==> config.mk <==
export PLATFORM = sky130hd
export DESIGN_NAME = rx_lane_and_frame_status
export DESIGN_NICKNAME = d
export VERILOG_FILES = /design/src/design/rx_status_pkg.sv /design/src/design/rx_lane_and_frame_status.sv
export SDC_FILE = /design/constraint.sdc
export NUM_CORES = 1
export LEC_CHECK = 0
export BUFFER_PORTS_ARGS = -buffer_cell sky130_fd_sc_hd__buf_2
export CAP_MARGIN = 20
export CORE_AREA = 2 2 210 212
export CTS_BUF_LIST = sky130_fd_sc_hd__clkbuf_4 sky130_fd_sc_hd__clkbuf_8
export CTS_CLUSTER_DIAMETER = 30
export CTS_CLUSTER_SIZE = 24
export DETAILED_ROUTE_END_ITERATION = 16
export DIE_AREA = 0 0 212 214
export GPL_TIMING_DRIVEN = 0
export PLACE_DENSITY = 0.62
export SYNTH_ARGS = -nofsm -noshare
export SYNTH_HDL_FRONTEND = slang
export SYNTH_SLANG_ARGS = --single-unit
==> constraint.sdc <==
create_clock -name CLK -period 9.7 [get_ports CLK]
set_input_delay 0.97 -clock CLK [delete_from_list [all_inputs] [get_ports CLK]]
set_output_delay 0.97 -clock CLK [all_outputs]
set_load 0.01 [all_outputs]
==> src/design/rx_status_pkg.sv <==
// Constants and types shared by the receive lane and frame status block
package rx_status_pkg;

  // Geometry of the receive path
  localparam int LANE_COUNT    = 20;
  localparam int LANE_IDX_W    = 5;
  localparam int SEG_COUNT     = 4;
  localparam int FCS_W         = 32;
  localparam int BIP_W         = 8;
  localparam int BEAT_BYTES_W  = 7;
  localparam int FRAME_LEN_W   = 16;
  localparam int MAX_LEN_W     = 15;
  localparam int COUNT_W       = 3;

  // Register bus geometry
  localparam int ADDR_W        = 8;
  localparam int DATA_W        = 32;

  // Register offsets (byte addresses)
  localparam logic [ADDR_W-1:0] OFS_CONTROL     = 8'h00;
  localparam logic [ADDR_W-1:0] OFS_MAX_LEN     = 8'h04;
  localparam logic [ADDR_W-1:0] OFS_IRQ_STATUS  = 8'h08;
  localparam logic [ADDR_W-1:0] OFS_IRQ_ENABLE  = 8'h0c;
  localparam logic [ADDR_W-1:0] OFS_IRQ_CLEAR   = 8'h10;
  localparam logic [ADDR_W-1:0] OFS_LEVELS      = 8'h14;
  localparam logic [ADDR_W-1:0] OFS_DEMUX       = 8'h18;

  // Control register fields
  localparam int CTRL_TPG_BIT   = 0;

  // Level status register fields
  localparam int LVL_INT_LF_BIT = 0;
  localparam int LVL_RX_LF_BIT  = 1;
  localparam int LVL_HI_BER_BIT = 2;
  localparam int LVL_ALIGN_BIT  = 3;

  // Interrupt status fields
  localparam int IRQ_W          = 7;
  localparam int IRQ_BAD_FCS    = 0;
  localparam int IRQ_STOMPED    = 1;
  localparam int IRQ_TRUNCATED  = 2;
  localparam int IRQ_PARITY     = 3;
  localparam int IRQ_INT_LF     = 4;
  localparam int IRQ_RX_LF      = 5;
  localparam int IRQ_HI_BER     = 6;

  // Reset values
  localparam logic [MAX_LEN_W-1:0] MAX_LEN_RESET = 15'h2580;
  localparam logic [IRQ_W-1:0]     IRQ_EN_RESET  = 7'h00;
  localparam logic                 TPG_RESET     = 1'b0;

  // Timing: error-rate window and its threshold
  localparam int CLK_PERIOD_NS   = 50;
  localparam int BER_WINDOW_NS   = 125000;
  localparam int BER_WINDOW_CYC  = BER_WINDOW_NS / CLK_PERIOD_NS;
  localparam int BER_WIN_W       = 12;
  localparam int BER_THRESHOLD   = 97;
  localparam int BER_ERR_W       = 7;

  // Fault sequence detection
  localparam int LF_COL_LIMIT    = 128;
  localparam int LF_COL_W        = 8;
  localparam int LF_SEQ_NEEDED   = 4;
  localparam int LF_SEQ_W        = 3;

  // Frame length tracking states
  typedef enum logic [1:0] {
    FRAME_IDLE,
    FRAME_BUSY,
    FRAME_DROP
  } frame_state_type;

endpackage : rx_status_pkg

==> src/design/rx_lane_and_frame_status.sv <==
// Receive-path lane map, frame check and fault status logic with register port
//
// Function
// - Per PCS lane, a 5-bit level output naming its physical lane.
// - 20-bit level vector, bit set while lane marker found and lane demultiplexed.
// - 3-bit per-cycle count of bad-FCS frames, stomped ones excluded.
// - FCS is stomped when it equals the complement of the computed FCS.
// - 3-bit per-cycle count of stomped-FCS frames; nonzero means at least one.
// - FCS counts last one cycle per event; may be nonzero back to back.
// - Truncate frame beyond configured 15-bit maximum length; pulse flag one cycle.
// - Internal local fault high while test pattern, misalignment or high BER persist.
// - Received local fault high once enough fault sequences seen, while persisting.
// - Per lane, compare marker BIP8 byte with computed parity; flag mismatch.
// - Per-lane parity error indication lasts one cycle per error, may repeat.
// - High error rate level while measured rate reaches threshold; feeds local fault.
//
// Decided for this implementation: the register addresses and the plain strobed port.
`timescale 1ns/100ps

module rx_lane_and_frame_status (
  // Clock and reset
  input  wire logic                                      CLK,
  input  wire logic                                      RST,
  // Register port
  input  wire logic [rx_status_pkg::ADDR_W-1:0]          REG_ADDR,
  input  wire logic [rx_status_pkg::DATA_W-1:0]          REG_WDATA,
  input  wire logic                                      REG_WRITE,
  input  wire logic                                      REG_READ,
  output logic      [rx_status_pkg::DATA_W-1:0]          REG_RDATA,
  output logic                                           IRQ,
  // Lane marker events from the lane deskew logic
  input  wire logic                                      MARKER_VALID,
  input  wire logic [rx_status_pkg::LANE_IDX_W-1:0]      MARKER_PCS_LANE,
  input  wire logic [rx_status_pkg::LANE_IDX_W-1:0]      MARKER_PHYS_LANE,
  input  wire logic [rx_status_pkg::BIP_W-1:0]           MARKER_BIP_RX,
  input  wire logic [rx_status_pkg::BIP_W-1:0]           MARKER_BIP_CALC,
  input  wire logic [rx_status_pkg::LANE_COUNT-1:0]      LANE_LOST,
  input  wire logic                                      ALIGN_OK,
  input  wire logic                                      SYNC_HDR_INVALID,
  // Frame ends with received and computed FCS per segment
  input  wire logic [rx_status_pkg::SEG_COUNT-1:0]       FRAME_END,
  input  wire logic [rx_status_pkg::SEG_COUNT-1:0][31:0] FCS_RX,
  input  wire logic [rx_status_pkg::SEG_COUNT-1:0][31:0] FCS_CALC,
  // Frame beats for length tracking
  input  wire logic                                      BEAT_VALID,
  input  wire logic                                      BEAT_SOP,
  input  wire logic                                      BEAT_EOP,
  input  wire logic [rx_status_pkg::BEAT_BYTES_W-1:0]    BEAT_BYTES,
  // Decoded columns for the fault sequence monitor
  input  wire logic                                      COLUMN_VALID,
  input  wire logic                                      COLUMN_LOCAL_FAULT,
  // Status outputs
  output logic [rx_status_pkg::LANE_COUNT-1:0][4:0]      RX_LANE_MAP_INDEX,
  output logic [rx_status_pkg::LANE_COUNT-1:0]           RX_LANE_DEMUX_OK,
  output logic [rx_status_pkg::LANE_COUNT-1:0]           RX_LANE_PARITY_ERROR,
  output logic [rx_status_pkg::COUNT_W-1:0]              RX_FRAME_CHECK_ERROR_COUNT,
  output logic [rx_status_pkg::COUNT_W-1:0]              RX_FRAME_CHECK_POISONED_COUNT,
  output logic                                           RX_TRUNCATED,
  output logic                                           RX_FRAME_DROP,
  output logic                                           RX_INTERNAL_LOCAL_FAULT,
  output logic                                           RX_RECEIVED_LOCAL_FAULT,
  output logic                                           RX_HIGH_ERROR_RATE
);
  import rx_status_pkg::*;

  // All state of the block
  typedef struct packed {
    logic [LANE_COUNT-1:0][LANE_IDX_W-1:0] lane_map;
    logic [LANE_COUNT-1:0]                 demux_ok;
    logic [LANE_COUNT-1:0]                 parity_err;
    logic [COUNT_W-1:0]                    bad_cnt;
    logic [COUNT_W-1:0]                    stomp_cnt;
    logic                                  trunc;
    logic                                  drop;
    frame_state_type                       frame_state;
    logic [FRAME_LEN_W-1:0]                frame_len;
    logic [BER_WIN_W-1:0]                  ber_win;
    logic [BER_ERR_W-1:0]                  ber_err;
    logic                                  hi_ber;
    logic [LF_COL_W-1:0]                   lf_col;
    logic [LF_SEQ_W-1:0]                   lf_seq;
    logic                                  rx_lf;
    logic                                  int_lf;
    logic                                  tpg;
    logic [MAX_LEN_W-1:0]                  max_len;
    logic [IRQ_W-1:0]                      irq_status;
    logic [IRQ_W-1:0]                      irq_en;
    logic                                  irq;
    logic [DATA_W-1:0]                     rdata;
  } state_type;

  state_type q;
  state_type d;

  // Per-segment FCS classification
  logic [SEG_COUNT-1:0] seg_bad;
  logic [SEG_COUNT-1:0] seg_stomp;

  genvar g;
  generate
    for (g = 0; g < SEG_COUNT; g++) begin : g_seg
      assign seg_stomp[g] = FRAME_END[g] && (FCS_RX[g] == ~FCS_CALC[g]);
      assign seg_bad[g]   = FRAME_END[g] && (FCS_RX[g] != FCS_CALC[g]) && !(FCS_RX[g] == ~FCS_CALC[g]);
    end
  endgenerate

  localparam logic [BER_WIN_W-1:0] BER_WIN_LAST = BER_WIN_W'(BER_WINDOW_CYC - 1);
  localparam logic [BER_ERR_W-1:0] BER_THR      = BER_ERR_W'(BER_THRESHOLD);
  localparam logic [LF_COL_W-1:0]  LF_COL_LAST  = LF_COL_W'(LF_COL_LIMIT - 1);
  localparam logic [LF_SEQ_W-1:0]  LF_SEQ_LAST  = LF_SEQ_W'(LF_SEQ_NEEDED - 1);

  // Next-state logic
  always_comb begin
    logic [FRAME_LEN_W-1:0] len_base;
    logic [FRAME_LEN_W-1:0] len_new;
    logic [IRQ_W-1:0]       events;
    logic                   in_frame;
    len_base = '0;
    len_new  = '0;
    events   = '0;
    in_frame = 1'b0;
    d = q;

    // remember physical lane per PCS lane
    // BIP8 byte compared at each in-range marker
    d.parity_err = '0;
    d.demux_ok   = q.demux_ok & ~LANE_LOST;
    if (MARKER_VALID && (MARKER_PCS_LANE < LANE_IDX_W'(LANE_COUNT))) begin
      d.lane_map[MARKER_PCS_LANE]   = MARKER_PHYS_LANE;
      d.demux_ok[MARKER_PCS_LANE]   = 1'b1;
      d.parity_err[MARKER_PCS_LANE] = (MARKER_BIP_RX != MARKER_BIP_CALC);
    end

    // counts hold for one cycle only
    d.bad_cnt   = COUNT_W'($countones(seg_bad));
    d.stomp_cnt = COUNT_W'($countones(seg_stomp));

    d.trunc  = 1'b0;
    in_frame = BEAT_SOP || (q.frame_state == FRAME_BUSY);
    len_base = BEAT_SOP ? '0 : q.frame_len;
    len_new  = len_base + FRAME_LEN_W'(BEAT_BYTES);
    case (q.frame_state)
      FRAME_IDLE,
      FRAME_BUSY: begin
        if (BEAT_VALID && in_frame) begin
          d.frame_len = len_new;
          if (len_new > FRAME_LEN_W'(q.max_len)) begin
            d.trunc       = 1'b1;
            d.frame_state = BEAT_EOP ? FRAME_IDLE : FRAME_DROP;
          end else begin
            d.frame_state = BEAT_EOP ? FRAME_IDLE : FRAME_BUSY;
          end
        end
      end
      FRAME_DROP: begin
        // Rest of a truncated frame is discarded up to its end
        if (BEAT_VALID && BEAT_EOP) begin
          d.frame_state = FRAME_IDLE;
        end
      end
      default: begin
        d.frame_state = FRAME_IDLE;
      end
    endcase
    // Drop level held in its own flop so the pin is not a state decode
    d.drop = (d.frame_state == FRAME_DROP);

    // count invalid headers over a fixed window
    if (q.ber_win == BER_WIN_LAST) begin
      d.ber_win = '0;
      d.ber_err = '0;
      d.hi_ber  = (q.ber_err >= BER_THR);
    end else begin
      d.ber_win = q.ber_win + 1'b1;
      if (SYNC_HDR_INVALID && (q.ber_err != BER_THR)) begin
        d.ber_err = q.ber_err + 1'b1;
      end
      // Raise at once; clearing waits for a window below the threshold
      if (SYNC_HDR_INVALID && (q.ber_err == BER_THR - 1'b1)) begin
        d.hi_ber = 1'b1;
      end
    end

    // fault sequences must come within a column span
    if (COLUMN_VALID) begin
      if (COLUMN_LOCAL_FAULT) begin
        d.lf_col = '0;
        if (q.lf_seq == LF_SEQ_LAST) begin
          d.rx_lf = 1'b1;
        end else begin
          d.lf_seq = q.lf_seq + 1'b1;
        end
      end else if (q.lf_col == LF_COL_LAST) begin
        // A long gap without fault sequences ends the condition
        d.lf_col = '0;
        d.lf_seq = '0;
        d.rx_lf  = 1'b0;
      end else begin
        d.lf_col = q.lf_col + 1'b1;
      end
    end

    // any cause keeps the internal fault up
    d.int_lf = q.tpg || !ALIGN_OK || q.hi_ber;

    // Interrupt events; set wins over a clear in the same cycle
    events[IRQ_BAD_FCS]   = (d.bad_cnt != '0);
    events[IRQ_STOMPED]   = (d.stomp_cnt != '0);
    events[IRQ_TRUNCATED] = d.trunc;
    events[IRQ_PARITY]    = (d.parity_err != '0);
    events[IRQ_INT_LF]    = d.int_lf && !q.int_lf;
    events[IRQ_RX_LF]     = d.rx_lf && !q.rx_lf;
    events[IRQ_HI_BER]    = d.hi_ber && !q.hi_ber;

    // Register writes
    if (REG_WRITE) begin
      if (REG_ADDR == OFS_CONTROL) begin
        d.tpg = REG_WDATA[CTRL_TPG_BIT];
      end else if (REG_ADDR == OFS_MAX_LEN) begin
        d.max_len = REG_WDATA[MAX_LEN_W-1:0];
      end else if (REG_ADDR == OFS_IRQ_ENABLE) begin
        d.irq_en = REG_WDATA[IRQ_W-1:0];
      end else if (REG_ADDR == OFS_IRQ_CLEAR) begin
        d.irq_status = q.irq_status & ~REG_WDATA[IRQ_W-1:0];
      end
    end
    d.irq_status = d.irq_status | events;
    d.irq        = (d.irq_status & d.irq_en) != '0;

    // Register reads; data stand only in the following cycle
    d.rdata = '0;
    if (REG_READ) begin
      if (REG_ADDR == OFS_CONTROL) begin
        d.rdata[CTRL_TPG_BIT] = q.tpg;
      end else if (REG_ADDR == OFS_MAX_LEN) begin
        d.rdata[MAX_LEN_W-1:0] = q.max_len;
      end else if (REG_ADDR == OFS_IRQ_STATUS) begin
        d.rdata[IRQ_W-1:0] = q.irq_status;
      end else if (REG_ADDR == OFS_IRQ_ENABLE) begin
        d.rdata[IRQ_W-1:0] = q.irq_en;
      end else if (REG_ADDR == OFS_LEVELS) begin
        d.rdata[LVL_INT_LF_BIT] = q.int_lf;
        d.rdata[LVL_RX_LF_BIT]  = q.rx_lf;
        d.rdata[LVL_HI_BER_BIT] = q.hi_ber;
        d.rdata[LVL_ALIGN_BIT]  = ALIGN_OK;
      end else if (REG_ADDR == OFS_DEMUX) begin
        d.rdata[LANE_COUNT-1:0] = q.demux_ok;
      end
    end
  end

  // state register, every field cleared on reset except max_len, loaded with MAX_LEN_RESET
  always_ff @(posedge CLK) begin
    if (RST) begin
      q             <= '0;
      q.frame_state <= FRAME_IDLE;
      q.tpg         <= TPG_RESET;
      q.max_len     <= MAX_LEN_RESET;
      q.irq_en      <= IRQ_EN_RESET;
    end else begin
      q <= d;
    end
  end

  // Outputs straight from the state register
  assign REG_RDATA                     = q.rdata;
  assign IRQ                           = q.irq;
  assign RX_LANE_MAP_INDEX             = q.lane_map;
  assign RX_LANE_DEMUX_OK              = q.demux_ok;
  assign RX_LANE_PARITY_ERROR          = q.parity_err;
  assign RX_FRAME_CHECK_ERROR_COUNT    = q.bad_cnt;
  assign RX_FRAME_CHECK_POISONED_COUNT = q.stomp_cnt;
  assign RX_TRUNCATED                  = q.trunc;
  assign RX_FRAME_DROP                 = q.drop;
  assign RX_INTERNAL_LOCAL_FAULT       = q.int_lf;
  assign RX_RECEIVED_LOCAL_FAULT       = q.rx_lf;
  assign RX_HIGH_ERROR_RATE            = q.hi_ber;

endmodule : rx_lane_and_frame_status

==> impl_metrics.csv <==
group,metric,value,unit
global_routing,grt_use_total,23.4,%
cells_and_area,regArea,0.00500,mm²
pwr,ir_drop,73.6,µV
timing,slew_headroom,39.6,%
synthesis,synth_top_area_cell,"dfxtp_1",
flow_run,max-cap-violations,0,
cells_and_area,nets,2613,
global_routing,grt_overflow,0,
setup_path,rr_worst_depth,19,
synthesis,ys_seq_area_share,36.8,%
timing,worst_pin_slew,906,ps
timing,fin_crit_sh,56.2,%
pwr,pwr-share-clk,48.5,%
synthesis,async_reset_ff_share,0,%
clocking,cts_num_sinks,250,
floorplanning,die_width,212,µm
drt,drc,0,
synthesis,synth-seq-cells,250,
pwr,switching_share,26.6,%
cells_and_area,fillCellCount,4405,
setup_path,r2r_slack,5040,ps
timing,hold_viol,0,
timing,drv_slew,0,
cells_and_area,areaGrowthSynthToFinish,33.5,%
synthesis,syn-cell-area,0.0136,mm²
global_routing,grt_max_degree,14,
clocking,postCtsSetupBuffers,0,
drt,drt_wl_total,55.3,mm
drt,antenna_left,0,
clocking,ctsRootBufferMaster,"clkbuf_8",
clocking,path_clk_slew,70,ps
timing,clock_skew,26.5,ps
timing,max_freq,0.183,GHz
clocking,ctsLongestPathBuffers,3,
clocking,cts_buffers,49,
setup_path,r2r-start,"q[96]",
drt,via_per_inst,4.78,
clocking,cts_resized,0,
cells_and_area,drive_gt1_share,35.5,%
floorplanning,start_util,31.7,%
pwr,p_switching,710,µW
placed_design,post-place-ws,3770,ps
pwr,p_int,1960,µW
floorplanning,die-area,0.0454,mm²
synthesis,yosysWarnings,0,
synthesis,synthFlopType,"dfxtp_1",
timing,tns,0,ps
setup_path,crit_path_end_kind,"flop",
cells_and_area,multi_input_area,0.00686,mm²
hold_path,min_path_type,"reg2reg",
timing,setup-violations-final,0,
global_routing,grt_pass1_vias,13100,
timing,final.min_clock_period,5450,ps
synthesis,syn_inst,1640,
setup_path,r2r-end,"IRQ",
clocking,cts_tree,"done",
status,status,"completed",
drt,first_pass_iters,5,
hold_path,min_delay_worst_endpoint,"q[99]",
hold_path,hold_start,"q[99]",
synthesis,synth.most_common_cell,"dfxtp_1",
setup_path,path_class,"in2reg",
synthesis,synth_commonest_cells,"250 x dfxtp_1, 178 x buf_4, 168 x nand2_1",
clocking,cts-htree-levels,2,
setup_path,worst_setup_path_start_kind,"input pin",
global_routing,antenna_found_initial,20,
timing,setup_ws,4250,ps
placed_design,place.gp.congestion,0.947,
floorplanning,rows,76,
pwr,pwr-share-comb,12.2,%
floorplanning,dieHeight,214,µm
drt,drt_iter0_markers,786,
global_routing,grt_first_pass_wirelength,79.1,mm
synthesis,synth_area_leaders,"dfxtp_1 37%, buf_4 9.8%, xnor2_1 6.1%, a21oi_1 5.0%, xor2_1 4.8%",
pwr,seq_power_share,39.3,%
placed_design,dp_hpwl,46.1,mm
placed_design,port_buffers,509,
clocking,hold_buffers,0,
synthesis,synth_edf_count,0,
pwr,pwr_density_cell,147,mW/mm²
setup_path,crit_required,10120,ps
synthesis,synth_top_area_share,36.8,%
synthesis,syn_avg_cell_area,8.28,µm²
hold_path,hold_depth,2,
floorplanning,ios,549,
floorplanning,core,0.0429,mm²
timing,rsz0062_at_grt,"no",
clocking,clock_latency,600,ps
setup_path,cp_data_arrival_time,5870,ps
synthesis,synth_cell_types,60,
drt,dr_total_vias,13600,
setup_path,cp_max_fo,10,
pwr,p_leak,0.00826,µW
drt,wl_per_cell,19.5,µm
cells_and_area,fin_util,42.3,%
stage by stage:
step                      cells  power [µW]  hold slack [ps]  instance area [µm²]
after floorplan            1651        1230              432                13600
after global placement     2745        1390              441                16900
after detailed placement   2745        1390              445                16900
after CTS                  2836        2680              453                18100
after global routing       2841        2760              477                18100
final                      2842        2670              454                18100
layout make-up:
cell class                 instances  share of cell area, %
tap                              585                   4.03
multi-input combinational       1111                   37.8
sequential                       250                   27.6
antenna                            5                 0.0690
buffer                           252                   8.95
clock buffer                      55                   4.17
clock inverter                    36                   2.53
timing repair buffer             510                   14.1
inverter                          38                  0.786
worst max-delay path by stage:
stage                         from   to  slack, ps  cells past startpoint
after floorplan           BEAT_SOP  IRQ       4840                     21
after global placement    BEAT_SOP  IRQ       3850                     22
after detailed placement  BEAT_SOP  IRQ       3770                     22
after CTS                 BEAT_SOP  IRQ       4370                     22
after global routing      BEAT_SOP  IRQ       3950                     20
final                     BEAT_SOP  IRQ       4250                     22
cell usage in the layout (no fill, tap or decap), types with 10 or more instances in the layout:
master / netlist / final
ha_1: 33 / 33
xor2_1: 75 / 75
nor2b_1: 27 / 27
a22oi_1: 12 / 12
inv_1: 38 / 38
xnor2_1: 94 / 94
clkinvlp_4: 0 / 11
dfxtp_1: 250 / 250
nand3_1: 115 / 115
nand4_1: 42 / 42
clkbuf_1: 63 / 63
nor3_1: 23 / 23
nor4_1: 24 / 24
a21oi_1: 136 / 136
and3_1: 14 / 14
o21ai_0: 14 / 14
o41ai_1: 10 / 10
buf_4: 178 / 178
mux2i_1: 46 / 46
and2_1: 14 / 14
nor2_1: 152 / 152
buf_2: 7 / 517
clkbuf_8: 0 / 55
nand2_1: 168 / 168
nand2b_1: 24 / 24
conb_1: 1 / 12
logic make-up (layout without fill, tap and decap cells):
logic type / after synthesis / count (layout) / synth area share (%)
xor gates and xnor gates: 169 / 169 / 10.9
adders and majority gates: 36 / 36 / 3.48
AOI/OAI and AO/OA: 215 / 215 / 9.80
other: 1 / 17 / 0.0276
muxes: 49 / 49 / 3.64
DFF: 250 / 250 / 36.8
buffers and inverters: 290 / 891 / 13.0
and+or+nand+nor: 630 / 630 / 22.3
layer usage:
layer  share of wire, %  global-route usage (%)  vias to the layer above  routed length [µm]
li1                   -                       -                     6565                   -
met1                 40                    27.6                     6273               21900
met2                 51                    42.3                      627               28000
met3                6.3                    3.47                      119                3480
met4                3.5                    8.69                        2                1920
met5              0.014                       0                        -                   8
critical path: stages:
cell	delay [ps]
buf_2	160
clkbuf_1	250
clkbuf_1	290
nor2b_1	170
ha_1	170
inv_1	50
fa_1	390
nor2b_1	130
o21ai_0	100
a21boi_0	340
o211ai_1	220
a21boi_0	500
xnor2_1	130
nor2_1	200
ha_1	270
nand4_1	110
or2_2	140
a21oi_1	40
o41ai_1	650
a21o_1	320
a211o_1	160
o211ai_1	110
power groups by stage:
stage	Combinational (µW)	Sequential (µW)	Clock, µW
after floorplan	167	1070	0
after global placement	318	1070	0
after global routing	352	1050	1360
final	325	1050	1290
after detailed placement	322	1070	0
after CTS	323	1050	1310
(Power assumes the default switching activity.)
